**src/rtl/timer_capture_pkg.sv**
```systemverilog
// Package: register map, field positions, reset values and carriers for the timer channel
package timer_capture_pkg;

  localparam logic [7:0] ENABLE_OFFSET  = 8'h00;
  localparam logic [7:0] RUN_OFFSET     = 8'h04;
  localparam logic [7:0] CONTROL_OFFSET = 8'h08;
  localparam logic [7:0] MODE_OFFSET    = 8'h0C;
  localparam logic [7:0] RG1_OFFSET     = 8'h24;
  localparam logic [7:0] CP0_OFFSET     = 8'h28;
  localparam logic [7:0] CP1_OFFSET     = 8'h2C;
  localparam logic [7:0] COUNT_OFFSET   = 8'h1C;

  localparam int ENABLE_BIT     = 7;
  localparam int RUN_BIT        = 0;
  localparam int PRESCALE_BIT   = 2;
  localparam int DBUF_BIT       = 7;
  localparam int SYNC_BIT       = 5;
  localparam int IDLE_BIT       = 3;
  localparam int SOFTCAP_BIT    = 5;
  localparam int CAPSEL_LSB     = 3;
  localparam int CLEAR_BIT      = 2;
  localparam int CLKSEL_LSB     = 0;

  localparam logic [31:0] CONTROL_READ_MASK = 32'h0000_00EB;
  localparam logic [31:0] MODE_READ_MASK    = 32'h0000_005F;
  localparam logic [31:0] SOFTCAP_READ_ONE  = 32'h0000_0020;
  localparam logic [15:0] COUNT_RESET       = 16'h0000;
  localparam logic [15:0] RG1_RESET         = 16'h0000;

  localparam logic [3:0] PRESCALE_4_MASK  = 4'h3;
  localparam logic [3:0] PRESCALE_16_MASK = 4'hF;

  typedef enum logic [1:0]
  {
    CAP_OFF       = 2'b00,
    CAP_IN0_IN1   = 2'b01,
    CAP_IN0_BOTH  = 2'b10,
    CAP_MATCH_OUT = 2'b11
  } capture_mode_e;

  typedef enum logic [1:0]
  {
    CLK_PIN   = 2'b00,
    CLK_TAP1  = 2'b01,
    CLK_TAP4  = 2'b10,
    CLK_TAP16 = 2'b11
  } clock_select_e;

  typedef struct packed
  {
    logic          double_buffer_enable;
    logic          sync_start_select;
    logic          idle_run_enable;
    logic          match_clear_enable;
    capture_mode_e capture_timing_select;
    clock_select_e count_clock_select;
  } channel_config_s;

endpackage

```
**src/rtl/timer_capture_mode_control.sv**
```systemverilog
// Timer channel: control and mode registers, clock select, capture and match clear
//
// Notes on behaviour
// - Control bit 5 makes the channel start only with its group start pulse.
// - Control bit 3 keeps the channel counting in idle, otherwise idle halts it.
// - Writing 0 to mode bit 5 captures the counter into capture register 0; it reads as 1.
// - Capture timing 00 disables hardware capture.
// - Capture timing 01 loads register 0 on input 0 rising and register 1 on input 1 rising.
// - Capture timing 10 loads register 0 on input 0 rising and register 1 on its falling.
// - Capture timing 11 loads register 0 on match output rising and register 1 on falling.
// - The match output used for capture comes from the group leader channel input.
// - Mode bit 2 clears the counter to zero when it matches compare register 1.
// - Mode bits 1-0 pick pin input 0 or prescale taps 1, 4 and 16 as count source.
// - The channel holds a 16-bit up-counter, compare register and two capture registers.
// - With the enable bit 0 other registers neither update nor answer, but keep values.
`timescale 1ns/1ps

module timer_capture_mode_control
(
  // Clock and reset
  input  wire logic        core_clk,
  input  wire logic        reset,
  // Register port
  input  wire logic [7:0]  reg_addr,
  input  wire logic [31:0] reg_wdata,
  input  wire logic        reg_write,
  input  wire logic        reg_read,
  output logic      [31:0] reg_rdata,
  // Pins and neighbours
  input  wire logic        capture_input_0,
  input  wire logic        capture_input_1,
  input  wire logic        group_leader_match_out,
  input  wire logic        group_start,
  input  wire logic        idle_mode,
  // Status
  output logic      [15:0] count_value,
  output logic             counting
);

  ////////////////////////////////////////////////////////////////////////////
  // Registers
  logic                                enable;
  logic                                run;
  logic                                prescale_run;
  logic                                started;
  timer_capture_pkg::channel_config_s  cfg;
  logic [15:0]                         count;
  logic [15:0]                         compare_reg_1;
  logic [15:0]                         compare_buffer;
  logic [15:0]                         capture_reg_0;
  logic [15:0]                         capture_reg_1;
  logic [3:0]                          prescale;
  logic [2:0]                          in0_sync;
  logic [2:0]                          in1_sync;
  logic [2:0]                          match_sync;
  logic                                in0_state;
  logic                                in1_state;
  logic                                match_state;

  ////////////////////////////////////////////////////////////////////////////
  // Decode
  wire acc_ok    = enable;
  wire wr_enable = reg_write && reg_addr == timer_capture_pkg::ENABLE_OFFSET;
  wire wr_run    = reg_write && acc_ok && reg_addr == timer_capture_pkg::RUN_OFFSET;
  wire wr_ctrl   = reg_write && acc_ok && reg_addr == timer_capture_pkg::CONTROL_OFFSET;
  wire wr_mode   = reg_write && acc_ok && reg_addr == timer_capture_pkg::MODE_OFFSET;
  wire wr_rg1    = reg_write && acc_ok && reg_addr == timer_capture_pkg::RG1_OFFSET;
  wire soft_cap  = wr_mode && !reg_wdata[timer_capture_pkg::SOFTCAP_BIT];

  ////////////////////////////////////////////////////////////////////////////
  // Synchronised edges: a change counts once stages two and three agree
  function automatic logic agreed(input logic [2:0] s, input logic old);
    agreed = (s[2] == s[1]) ? s[1] : old;
  endfunction

  wire in0_new   = agreed(in0_sync, in0_state);
  wire in1_new   = agreed(in1_sync, in1_state);
  wire match_new = agreed(match_sync, match_state);
  wire in0_rise  = in0_new && !in0_state;
  wire in0_fall  = !in0_new && in0_state;
  wire in1_rise  = in1_new && !in1_state;
  wire mt_rise   = match_new && !match_state;
  wire mt_fall   = !match_new && match_state;

  ////////////////////////////////////////////////////////////////////////////
  // Capture selection
  wire hw_cap0 = (cfg.capture_timing_select == timer_capture_pkg::CAP_IN0_IN1  && in0_rise)
              || (cfg.capture_timing_select == timer_capture_pkg::CAP_IN0_BOTH && in0_rise)
              || (cfg.capture_timing_select == timer_capture_pkg::CAP_MATCH_OUT && mt_rise);
  wire hw_cap1 = (cfg.capture_timing_select == timer_capture_pkg::CAP_IN0_IN1  && in1_rise)
              || (cfg.capture_timing_select == timer_capture_pkg::CAP_IN0_BOTH && in0_fall)
              || (cfg.capture_timing_select == timer_capture_pkg::CAP_MATCH_OUT && mt_fall);
  // CAP_OFF leaves both terms false
  wire cap0 = enable && (hw_cap0 || soft_cap);
  wire cap1 = enable && hw_cap1;

  ////////////////////////////////////////////////////////////////////////////
  // Count source and gating
  wire tap_pulse4  = (prescale & timer_capture_pkg::PRESCALE_4_MASK) == 4'h0;
  wire tap_pulse16 = (prescale & timer_capture_pkg::PRESCALE_16_MASK) == 4'h0;
  logic tick;
  always_comb
  begin
    unique case (cfg.count_clock_select)
      timer_capture_pkg::CLK_PIN:   tick = in0_rise;
      timer_capture_pkg::CLK_TAP1:  tick = prescale_run;
      timer_capture_pkg::CLK_TAP4:  tick = prescale_run && tap_pulse4;
      timer_capture_pkg::CLK_TAP16: tick = prescale_run && tap_pulse16;
    endcase
  end
  wire idle_ok    = !idle_mode || cfg.idle_run_enable;
  wire start_ok   = !cfg.sync_start_select || started;
  wire active     = enable && run && start_ok && idle_ok;
  wire at_match   = count == compare_reg_1;
  wire clear_now  = cfg.match_clear_enable && at_match;
  wire step       = active && tick;
  wire [15:0] next_count = clear_now ? timer_capture_pkg::COUNT_RESET : count + 16'h0001;

  ////////////////////////////////////////////////////////////////////////////
  // Sequential logic
  always_ff @(posedge core_clk)
  begin
    if (reset)
    begin
      in0_sync    <= 3'h0;
      in1_sync    <= 3'h0;
      match_sync  <= 3'h0;
      in0_state   <= 1'b0;
      in1_state   <= 1'b0;
      match_state <= 1'b0;
    end
    else
    begin
      in0_sync    <= {in0_sync[1:0], capture_input_0};
      in1_sync    <= {in1_sync[1:0], capture_input_1};
      match_sync  <= {match_sync[1:0], group_leader_match_out};
      in0_state   <= in0_new;
      in1_state   <= in1_new;
      match_state <= match_new;
    end
  end

  always_ff @(posedge core_clk)
  begin
    if (reset)
    begin
      enable       <= 1'b0;
      run          <= 1'b0;
      prescale_run <= 1'b0;
      cfg          <= '0;
    end
    else
    begin
      if (wr_enable)
        enable <= reg_wdata[timer_capture_pkg::ENABLE_BIT];
      if (wr_run)
      begin
        run          <= reg_wdata[timer_capture_pkg::RUN_BIT];
        prescale_run <= reg_wdata[timer_capture_pkg::PRESCALE_BIT];
      end
      if (wr_ctrl)
      begin
        cfg.double_buffer_enable <= reg_wdata[timer_capture_pkg::DBUF_BIT];
        cfg.sync_start_select    <= reg_wdata[timer_capture_pkg::SYNC_BIT];
        cfg.idle_run_enable      <= reg_wdata[timer_capture_pkg::IDLE_BIT];
      end
      if (wr_mode)
      begin
        cfg.capture_timing_select <= timer_capture_pkg::capture_mode_e'(
          reg_wdata[timer_capture_pkg::CAPSEL_LSB +: 2]);
        cfg.match_clear_enable    <= reg_wdata[timer_capture_pkg::CLEAR_BIT];
        cfg.count_clock_select    <= timer_capture_pkg::clock_select_e'(
          reg_wdata[timer_capture_pkg::CLKSEL_LSB +: 2]);
      end
    end
  end

  always_ff @(posedge core_clk)
  begin
    if (reset)
      started <= 1'b0;
    else if (!run)
      started <= 1'b0;
    else if (group_start)
      started <= 1'b1;
  end

  always_ff @(posedge core_clk)
  begin
    if (reset || !prescale_run)
      prescale <= 4'h0;
    else if (enable)
      prescale <= prescale + 4'h1;
  end

  // Stopping clears the counter; a disabled channel keeps its count
  always_ff @(posedge core_clk)
  begin
    if (reset)
      count <= timer_capture_pkg::COUNT_RESET;
    else if (enable && !run)
      count <= timer_capture_pkg::COUNT_RESET;
    else if (step)
      count <= next_count;
  end

  // Buffered writes land at the next match clear, so a period never tears
  always_ff @(posedge core_clk)
  begin
    if (reset)
    begin
      compare_reg_1  <= timer_capture_pkg::RG1_RESET;
      compare_buffer <= timer_capture_pkg::RG1_RESET;
    end
    else
    begin
      if (wr_rg1)
        compare_buffer <= reg_wdata[15:0];
      if (wr_rg1 && (!cfg.double_buffer_enable || !run))
        compare_reg_1 <= reg_wdata[15:0];
      else if (cfg.double_buffer_enable && step && clear_now)
        compare_reg_1 <= compare_buffer;
    end
  end

  always_ff @(posedge core_clk)
  begin
    if (reset)
    begin
      capture_reg_0 <= 16'h0000;
      capture_reg_1 <= 16'h0000;
    end
    else
    begin
      if (cap0)
        capture_reg_0 <= count;
      if (cap1)
        capture_reg_1 <= count;
    end
  end

  ////////////////////////////////////////////////////////////////////////////
  // Read back
  wire [31:0] ctrl_word = {24'h0, cfg.double_buffer_enable, 1'b0, cfg.sync_start_select,
                           1'b0, cfg.idle_run_enable, 3'h0} & timer_capture_pkg::CONTROL_READ_MASK;
  wire [31:0] mode_word = {26'h0, 1'b0, cfg.capture_timing_select, cfg.match_clear_enable,
                           cfg.count_clock_select} | timer_capture_pkg::SOFTCAP_READ_ONE;
  logic [31:0] read_mux;
  always_comb
  begin
    read_mux = 32'h0000_0000;
    if (reg_addr == timer_capture_pkg::ENABLE_OFFSET)
      read_mux = {24'h0, enable, 7'h0};
    else if (acc_ok)
    begin
      unique case (reg_addr)
        timer_capture_pkg::RUN_OFFSET:     read_mux = {29'h0, prescale_run, 1'b0, run};
        timer_capture_pkg::CONTROL_OFFSET: read_mux = ctrl_word;
        timer_capture_pkg::MODE_OFFSET:    read_mux = mode_word;
        timer_capture_pkg::COUNT_OFFSET:   read_mux = {16'h0, count};
        timer_capture_pkg::RG1_OFFSET:     read_mux = {16'h0, compare_reg_1};
        timer_capture_pkg::CP0_OFFSET:     read_mux = {16'h0, capture_reg_0};
        timer_capture_pkg::CP1_OFFSET:     read_mux = {16'h0, capture_reg_1};
        default:                           read_mux = 32'h0000_0000;
      endcase
    end
  end

  always_ff @(posedge core_clk)
  begin
    if (reset)
      reg_rdata <= 32'h0000_0000;
    else if (reg_read)
      reg_rdata <= read_mux;
    else
      reg_rdata <= 32'h0000_0000;
  end

  assign count_value = count;
  assign counting    = active;

  ////////////////////////////////////////////////////////////////////////////
  // Checks
  a_soft_capture_load: assert property (@(posedge core_clk) disable iff (reset)
    soft_cap && enable |=> capture_reg_0 == $past(count))
    else $error("soft capture missed");
  a_capture_off_quiet: assert property (@(posedge core_clk) disable iff (reset)
    cfg.capture_timing_select == timer_capture_pkg::CAP_OFF && !soft_cap |=> $stable(capture_reg_0)
      && $stable(capture_reg_1))
    else $error("capture while disabled");
  a_in0_rise_cap: assert property (@(posedge core_clk) disable iff (reset)
    enable && in0_rise && (cfg.capture_timing_select == timer_capture_pkg::CAP_IN0_IN1
      || cfg.capture_timing_select == timer_capture_pkg::CAP_IN0_BOTH)
      |=> capture_reg_0 == $past(count))
    else $error("input 0 capture missed");
  a_in1_rise_cap: assert property (@(posedge core_clk) disable iff (reset)
    enable && cfg.capture_timing_select == timer_capture_pkg::CAP_IN0_IN1 && in1_rise
      |=> capture_reg_1 == $past(count))
    else $error("input 1 capture missed");
  a_in0_fall_cap: assert property (@(posedge core_clk) disable iff (reset)
    enable && cfg.capture_timing_select == timer_capture_pkg::CAP_IN0_BOTH && in0_fall
      |=> capture_reg_1 == $past(count))
    else $error("falling capture missed");
  a_match_rise_cap: assert property (@(posedge core_clk) disable iff (reset)
    enable && cfg.capture_timing_select == timer_capture_pkg::CAP_MATCH_OUT && mt_rise
      |=> capture_reg_0 == $past(count))
    else $error("match capture missed");
  a_match_clear_zero: assert property (@(posedge core_clk) disable iff (reset)
    step && cfg.match_clear_enable && at_match |=> count == 16'h0000)
    else $error("match clear missed");
  a_no_clear_wrap: assert property (@(posedge core_clk) disable iff (reset)
    step && !cfg.match_clear_enable |=> count == $past(count) + 16'h0001)
    else $error("counter did not step");
  a_idle_halt: assert property (@(posedge core_clk) disable iff (reset)
    idle_mode && !cfg.idle_run_enable && run |=> $stable(count))
    else $error("counted in idle");
  a_sync_wait: assert property (@(posedge core_clk) disable iff (reset)
    cfg.sync_start_select && !started |-> !counting)
    else $error("started without group");
  a_disabled_hold: assert property (@(posedge core_clk) disable iff (reset)
    !enable && !wr_enable |=> $stable(cfg) && $stable(count))
    else $error("disabled channel changed");
  a_edge_once: assert property (@(posedge core_clk) disable iff (reset)
    in0_rise |=> !in0_rise)
    else $error("double edge event");
  // A buffered write may only reach the comparator at the clear that reloads it
  a_buffer_hold: assert property (@(posedge core_clk) disable iff (reset)
    wr_rg1 && cfg.double_buffer_enable && run && !(step && clear_now) |=> $stable(compare_reg_1))
    else $error("buffered write landed early");
  a_direct_write: assert property (@(posedge core_clk) disable iff (reset)
    wr_rg1 && !cfg.double_buffer_enable |=> compare_reg_1 == compare_buffer)
    else $error("direct write missed");
  a_pin_no_tick: assert property (@(posedge core_clk) disable iff (reset)
    enable && run && cfg.count_clock_select == timer_capture_pkg::CLK_PIN && !in0_rise
      |=> $stable(count))
    else $error("counted without pin edge");
  c_soft_capture: cover property (@(posedge core_clk) soft_cap && enable);
  c_match_clear:  cover property (@(posedge core_clk) step && clear_now);
  c_fall_capture: cover property (@(posedge core_clk) cap1 && in0_fall);
  c_sync_start:   cover property (@(posedge core_clk) cfg.sync_start_select && counting);
  c_buffer_load:  cover property (@(posedge core_clk) cfg.double_buffer_enable && step && clear_now);

endmodule // timer_capture_mode_control

```
**config.mk**
```make
export PLATFORM = sky130hd
export DESIGN_NAME = timer_capture_mode_control
export DESIGN_NICKNAME = d
export VERILOG_FILES = /design/src/rtl/timer_capture_pkg.sv /design/src/rtl/timer_capture_mode_control.sv
export SDC_FILE = /design/constraint.sdc
export NUM_CORES = 1
export LEC_CHECK = 0
export ABC_AREA = 1
export ABC_CLOCK_PERIOD_IN_PS = 2800
export CORE_UTILIZATION = 40
export CTS_BUF_LIST = sky130_fd_sc_hd__clkbuf_4 sky130_fd_sc_hd__clkbuf_8
export CTS_CLUSTER_DIAMETER = 40
export DETAILED_ROUTE_END_ITERATION = 8
export DONT_BUFFER_PORTS = 1
export HOLD_SLACK_MARGIN = 0.1
export PLACE_DENSITY = 0.6
export REMOVE_ABC_BUFFERS = 1
export SYNTH_ARGS = -nofsm -noshare
export SYNTH_HDL_FRONTEND = slang
export SYNTH_SLANG_ARGS = --single-unit
```
**constraint.sdc**
```tcl
create_clock -name core_clk -period 2.8 [get_ports core_clk]
set_input_delay 0.42 -clock core_clk [delete_from_list [all_inputs] [get_ports core_clk]]
set_output_delay 0.42 -clock core_clk [all_outputs]
set_load 0.05 [all_outputs]
```
# After elaboration in Yosys (flattened, before gate mapping)
# Cells that the tools add are included.
word_totals:
  register_bits: 124
  latch_bits: 0
  mem_bits_rw: 0
  romBits: 0
  inputBits: 49
  out_inout_bits: 49
  word_cells: 116
  mem_count: 0
classes:
  addsub: 2
  mul: 0
  n_div: 0
  magnitude_cmp: 0
  n_eq_ne: 17
  shifts: 0
  n_mux: 10
  bitwise_logic: 3
  reduce_logical: 60
op_table:
  columns: ["op", "count"]
  rows:
  - ["16-bit one-hot mux with 7 select lines", 1]
  - ["16-bit 2-to-1 mux", 3]
  - ["1-bit logical AND", 31]
  - ["8-bit by 6-bit == test with 1-bit output (second input constant)", 3]
  - ["16-bit by 1-bit adder with 16-bit output (second input constant)", 1]
  - ["16-bit == test", 1]
  - ["8-bit by 4-bit == test with 1-bit output (second input constant)", 2]
  - ["8-bit 2-to-1 mux", 2]
  - ["1-bit logical NOT", 11]
  - ["1-bit logical OR", 9]
  - ["2-bit == test (second input constant)", 4]
  - ["8-bit by 3-bit == test with 1-bit output (second input constant)", 1]
  - ["8-bit by 5-bit == test with 1-bit output (second input constant)", 1]
  - ["4-bit logical NOT", 2]
  - ["8-bit logical NOT", 1]
  - ["2-bit OR reduction", 3]
  - ["4-bit by 1-bit adder with 4-bit output (second input constant)", 1]
  - ["2-bit by 1-bit == test with 1-bit output (second input constant)", 2]
  - ["1-bit one-hot mux with 4 select lines", 1]
  - ["4-bit OR reduction", 1]
  - ["1-bit == test", 3]
  - ["1-bit 2-to-1 mux", 3]
  - ["1-bit NOT", 3]
  - ["2-bit logical NOT", 1]
  - ["2-bit nonzero test", 1]

# Longest topological paths before layout
logic_depth:
  word_depth: 9
  mapped_depth: 13
  mapped_depth_nobuf: 12

# Worst setup path before layout
# Ideal clock, no wire load.
synth_path:
  path_kind: "register -> register"
  startpoint: "reg count[0], in the netlist count_value[0]"
  endpoint: "reg count[10], in the netlist count_value[10]"
  setup_ns: 0.121
  t_arrival_ns: 1.809
  required_ns: 2.679
  slack_ns: 0.870
  stages_incl_launch_ff: 9
  path_buffers: 0
  period_less_slack_ns: 1.930
  cell_sequence: "dfxtp_1 -> ha_1 -> nand2_1 -> nor3_1 -> inv_1 -> nor3_2 -> nand2_1 -> nand3_1 -> a21oi_1"
synth_between:
  elab_chain_len: 3
  elab_cells_between_ends: 4
  cone_classes: "add/sub (1); eq/ne (1); mux (1); reduce/logical (1)"
synth_lines:
  columns: ["element", "line", "source"]
  rows:
  - ["start: declaration", "timer_capture_mode_control.sv:47", "logic [15:0] count;"]
  - ["start signal: assignment", "timer_capture_mode_control.sv:200", "count <= timer_capture_pkg::COUNT_RESET;"]
  - ["start signal: assignment", "timer_capture_mode_control.sv:202", "count <= timer_capture_pkg::COUNT_RESET;"]
  - ["start signal: assignment", "timer_capture_mode_control.sv:204", "count <= next_count;"]
  - ["parallel branches: the longest is 2 deep, another holds 16-bit by 1-bit adder with 16-bit output", null, null]
  - ["16-bit 2-to-1 mux *", "timer_capture_mode_control.sv:117", "wire [15:0] next_count = clear_now ? timer_capture_pkg::COUNT_RESET : count + 16'h0001;"]
# Mark *: on every way between the ends.
# A chain may end at the register's enable or synchronous reset.

# Worst setup path in the final report
layout_path:
  startpoint: "reg enable, in the netlist acc_ok"
  endpoint: "reg compare_reg_1[13]"
layout_between:
  elab_chain_len: 7
  elab_cells_between_ends: 11
  cone_classes: "mux (1); reduce/logical (10)"
layout_lines:
  columns: ["element", "line", "source"]
  rows:
  - ["start: declaration", "timer_capture_mode_control.sv:42", "logic enable;"]
  - ["start signal: assignment", "timer_capture_mode_control.sv:155", "enable <= reg_wdata[timer_capture_pkg::ENABLE_BIT];"]
  - ["1-bit logical AND (3 in a row)", "timer_capture_mode_control.sv:113", "wire active = enable && run && start_ok && idle_ok;"]
  - ["1-bit logical AND", "timer_capture_mode_control.sv:116", "wire step = active && tick;"]
  - ["1-bit logical AND (2 in a row)", "timer_capture_mode_control.sv:221", "else if (cfg.double_buffer_enable && step && clear_now)"]
  - ["2-bit nonzero test (no source line)", null, null]
  - ["end signal: assignment", "timer_capture_mode_control.sv:212", "compare_reg_1 <= timer_capture_pkg::RG1_RESET;"]
  - ["end signal: assignment", "timer_capture_mode_control.sv:220", "compare_reg_1 <= reg_wdata[15:0];"]
  - ["end signal: assignment", "timer_capture_mode_control.sv:222", "compare_reg_1 <= compare_buffer;"]
  - ["end: declaration", "timer_capture_mode_control.sv:48", "logic [15:0] compare_reg_1;"]
# Parallel ways exist; a longest one is shown, timed or not.

==> metrics <==
RSZ-0062 raised after global routing false; yosys warns 0; routed length per instance 14.52 um; worst r2r src acc_ok; Hold Path End started; hold path depth 2; Worst-path clk slew about 0.07 ns; Die Ht ~120 um; Syn Area/Cell 7.098 sq um; DRC Markers 0; Peak Freq about 0.44 GHz; Post-Place Cells 1005; CP startpoint kind register; Synth Cell Area 0.005927 sq mm; Synth area leaders dfxtp_1 42%, nand2_1 8.1%, a21oi_1 8.0%, o21ai_0 6.6%, nor2_1 6.3%; Reg2Reg Setup Slack ~0.52 ns; Max-cap violations 0; Clk pwr share around half; vias per cell around 5.0; worst skew pair latency between 0.4 and 0.5 ns; global-route wire length before repair between 20000 and 25000 um; Int Pwr 2.836 mW; ys async rst share 0%; top_reg_cell synth dfxtp_1; Setup CP Type reg -> reg; Slowest-stage cell, CP dfxtp_1; Final Max Slew Viols 0; FP Rows 44; largest net degree at the start of global routing 62; final hold vios 0; initial antenna violation count 0; Rel. slew slack ~25%; Worst Max-Slew Pin Slew between 1 and 1.5 ns; Worst IR Drop VDD 0.0002462 V; Max clock buf depth 2; Logic pwr share under 10%; Fin Setup TNS 0 ns; Clock Skews between 0.01 and 0.015 ns; biggest area consumer among synthesized cells dfxtp_1; IO Port Bufs 0; final non-filler cell total 1043; Worst R2R Path Depth 10; CTS Sinks roughly 120; Leak roughly 2.5 nW; GR Overflow Total 0; Sw Ratio between 20% and 30%; status finished, final reports clean; vias in the first global route approximately 4800; cell area after layout between 0.006 and 0.007 sq mm; H-Tree Depth 4; min-delay src group_start; DRT antenna net count 0; core area roughly 0.014 sq mm; share of layout cells above drive strength 1 around 10%; Critical Path Sink Type register; Worst Hold Slack ~0.12 ns; CTS tree yes; die area 0.01531 sq mm; Post-DP HPWL between 10000 and 15000 um; post-synthesis sequential area ratio 41.88%; post-CTS setup buffers 0; placed cell areas 0.006062 sq mm; Cells after Synth 835; slowest stage delay, CP ~0.57 ns; Synth top area share between 40% and 50%; Cell Pwr Density around 560 mW/mm^2; Initial DRT Pass Iterations 5; crit-path max FO 18; layout net count between 800 and 900; Filler cells roughly 1500; diode count 0; DIE WIDTH about 120 um; CTS resizes 0; Crit Reg-Reg Endpoint compare_reg_1[13]; # setup viols final 0; CP cell instances nand2_2 -> inv_2 -> nand3_2 -> nor2_2 -> nand3_2 -> nor2_2 -> nand3_2 -> nand2_4 -> nand2_1 -> a21oi_1; Hold WC Path Type in -> reg; crit path time final approximately 2.3 ns; Psw 0.8190 mW; Most Frequent Cell on Critical Path nand3_2; DRT iter0 DRCs about 340; Root Driver clkbuf_8; gpl congestion between 0.9 and 1; Top Ports between 90 and 100; Reg power frac approximately 48%; Yosys cell types 42; detailed-route via count between 5000 and 6000; final wirelength 15150 um; final period utilization 81.25%; Global Route Usage Sum between 20% and 30%; Syn-to-layout area delta 10.85%; TritonCTS Buffers 17; total chip power about 3.7 mW; Initial Utilization between 40% and 50%; Arr. time, crit path 2.65 ns; FF+latch count, synth about 120; Post-synth EDFFs 0; Worst EP required between 3 and 4 ns
==> per-stage QoR <==
stage	utilization, %	worst slack (ns)
finish	45.38	0.5249
floorplan	-	0.7965
detailed placement	41.87	0.5435
CTS	45.38	0.5158
global placement	41.87	0.5564
global route	45.38	0.2650
==> power groups by stage <==
| stage | clock network [mW] | registers [mW] | logic (mW) |
|---|---|---|---|
| finish | 1.76 | 1.77 | 0.121 |
| global route | 1.88 | 1.77 | 0.135 |
| CTS | 1.80 | 1.77 | 0.121 |
| detailed placement | 0 | 1.81 | 0.107 |
| global placement | 0 | 1.81 | 0.107 |
| floorplan | 0 | 1.81 | 0.0924 |
==> cell type report <==
| cell class | count | area, sq um | share of cell area [%] |
|---|---|---|---|
| multi-input combinational | 564 | 2750 | 41.86 |
| sequential | 124 | 2482 | 37.78 |
| inverter | 108 | 411.6 | 6.265 |
| clock buffer | 21 | 282.8 | 4.304 |
| timing repair buffer | 31 | 247.7 | 3.771 |
| tap | 184 | 230.2 | 3.504 |
| clock inverter | 11 | 165.2 | 2.514 |
==> registers in the layout, summed over array words and instances (netlist names), 3 cells and up <==
name and flops:
capture_reg_0 16, capture_reg_1 16, compare_buffer 16, compare_reg_1 16
count_value 16, reg_rdata 16, cfg 8, prescale 4
in0_sync 3, in1_sync 3, match_sync 3
==> timing repair <==
item / CTS / global route
hold buffers: 6 / 0
setup endpoints to repair: 0 / 0
hold endpoints to repair: 31 / 0
==> metal layers <==
| metal | vias up | part of all wire [%] | GRT usage (%) |
|---|---|---|---|
| li1 | 2700 | - | - |
| met1 | 2354 | 48 | 29.02 |
| met2 | 134 | 43 | 32.47 |
| met3 | 22 | 6.6 | 6.868 |
| met4 | 0 | 1.8 | 7.154 |
| met5 | - | 0 | 0 |
==> kinds of logic after synthesis <==
kind of cell / Yosys count / synth area share, %
xor+xnor: 12 / 1.773
buf+inv: 162 / 12.67
other cells: 1 / 0.06327
flops: 124 / 41.88
compound gates: 207 / 18.41
simple gates: 326 / 24.57
fa+ha+maj: 3 / 0.6334
==> Yosys cell counts, drive strengths merged (3+ instances only) <==
cell and instances:
xnor2 6, nand3 48, nand2 134, buf 38
a21oi 95, xor2 6, nor3 22, ha 3
dfxtp 124, nor2 107, o21ai 91, nand4 11
inv 107, o22ai 11, clkbuf 16
==> worst max-delay path by stage <==
stage	from	end	slack, ns	cells after the start
final	acc_ok	compare_reg_1[13]	0.52	10
after global routing	acc_ok	compare_reg_1[9]	0.27	10
after CTS	acc_ok	compare_reg_1[13]	0.52	10
after detailed placement	acc_ok	compare_reg_1[2]	0.54	11
after global placement	acc_ok	compare_reg_1[1]	0.56	11
after floorplan	count_value[5]	compare_reg_1[1]	0.80	11
==> critical path: cells and delay by family (launching register included) <==
| kind | cells | cell delay (ns) |
|---|---|---|
| simple gates | 8 | 1.40 |
| buf+inv | 1 | 0.06 |
| flops | 1 | 0.57 |
| compound gates | 1 | 0.12 |
==> cells in the final DEF, fill, tap and decap left out, types with 2 or more instances in the layout <==
cell	n
clkinv_2	4
clkinvlp_4	4
nor3_1	19
xor2_1	6
nand3b_1	2
dfxtp_1	124
nor2_4	2
ha_1	3
o221ai_1	2
o21ai_1	13
o21ai_0	78
bufinv_16	4
dlygate4sd3_1	6
a21oi_1	95
conb_1	16
o22ai_1	11
nand3_2	4
xnor2_1	6
nand2_1	128
nand2_4	3
nand3_1	44
nor2_2	5
inv_2	8
nand4_1	11
nand2_2	3
nor3_4	2
buf_4	25
inv_1	98
nor2_1	100
o21a_1	2
clkbuf_8	20
No activity file was read; power rests on OpenSTA's default activity.
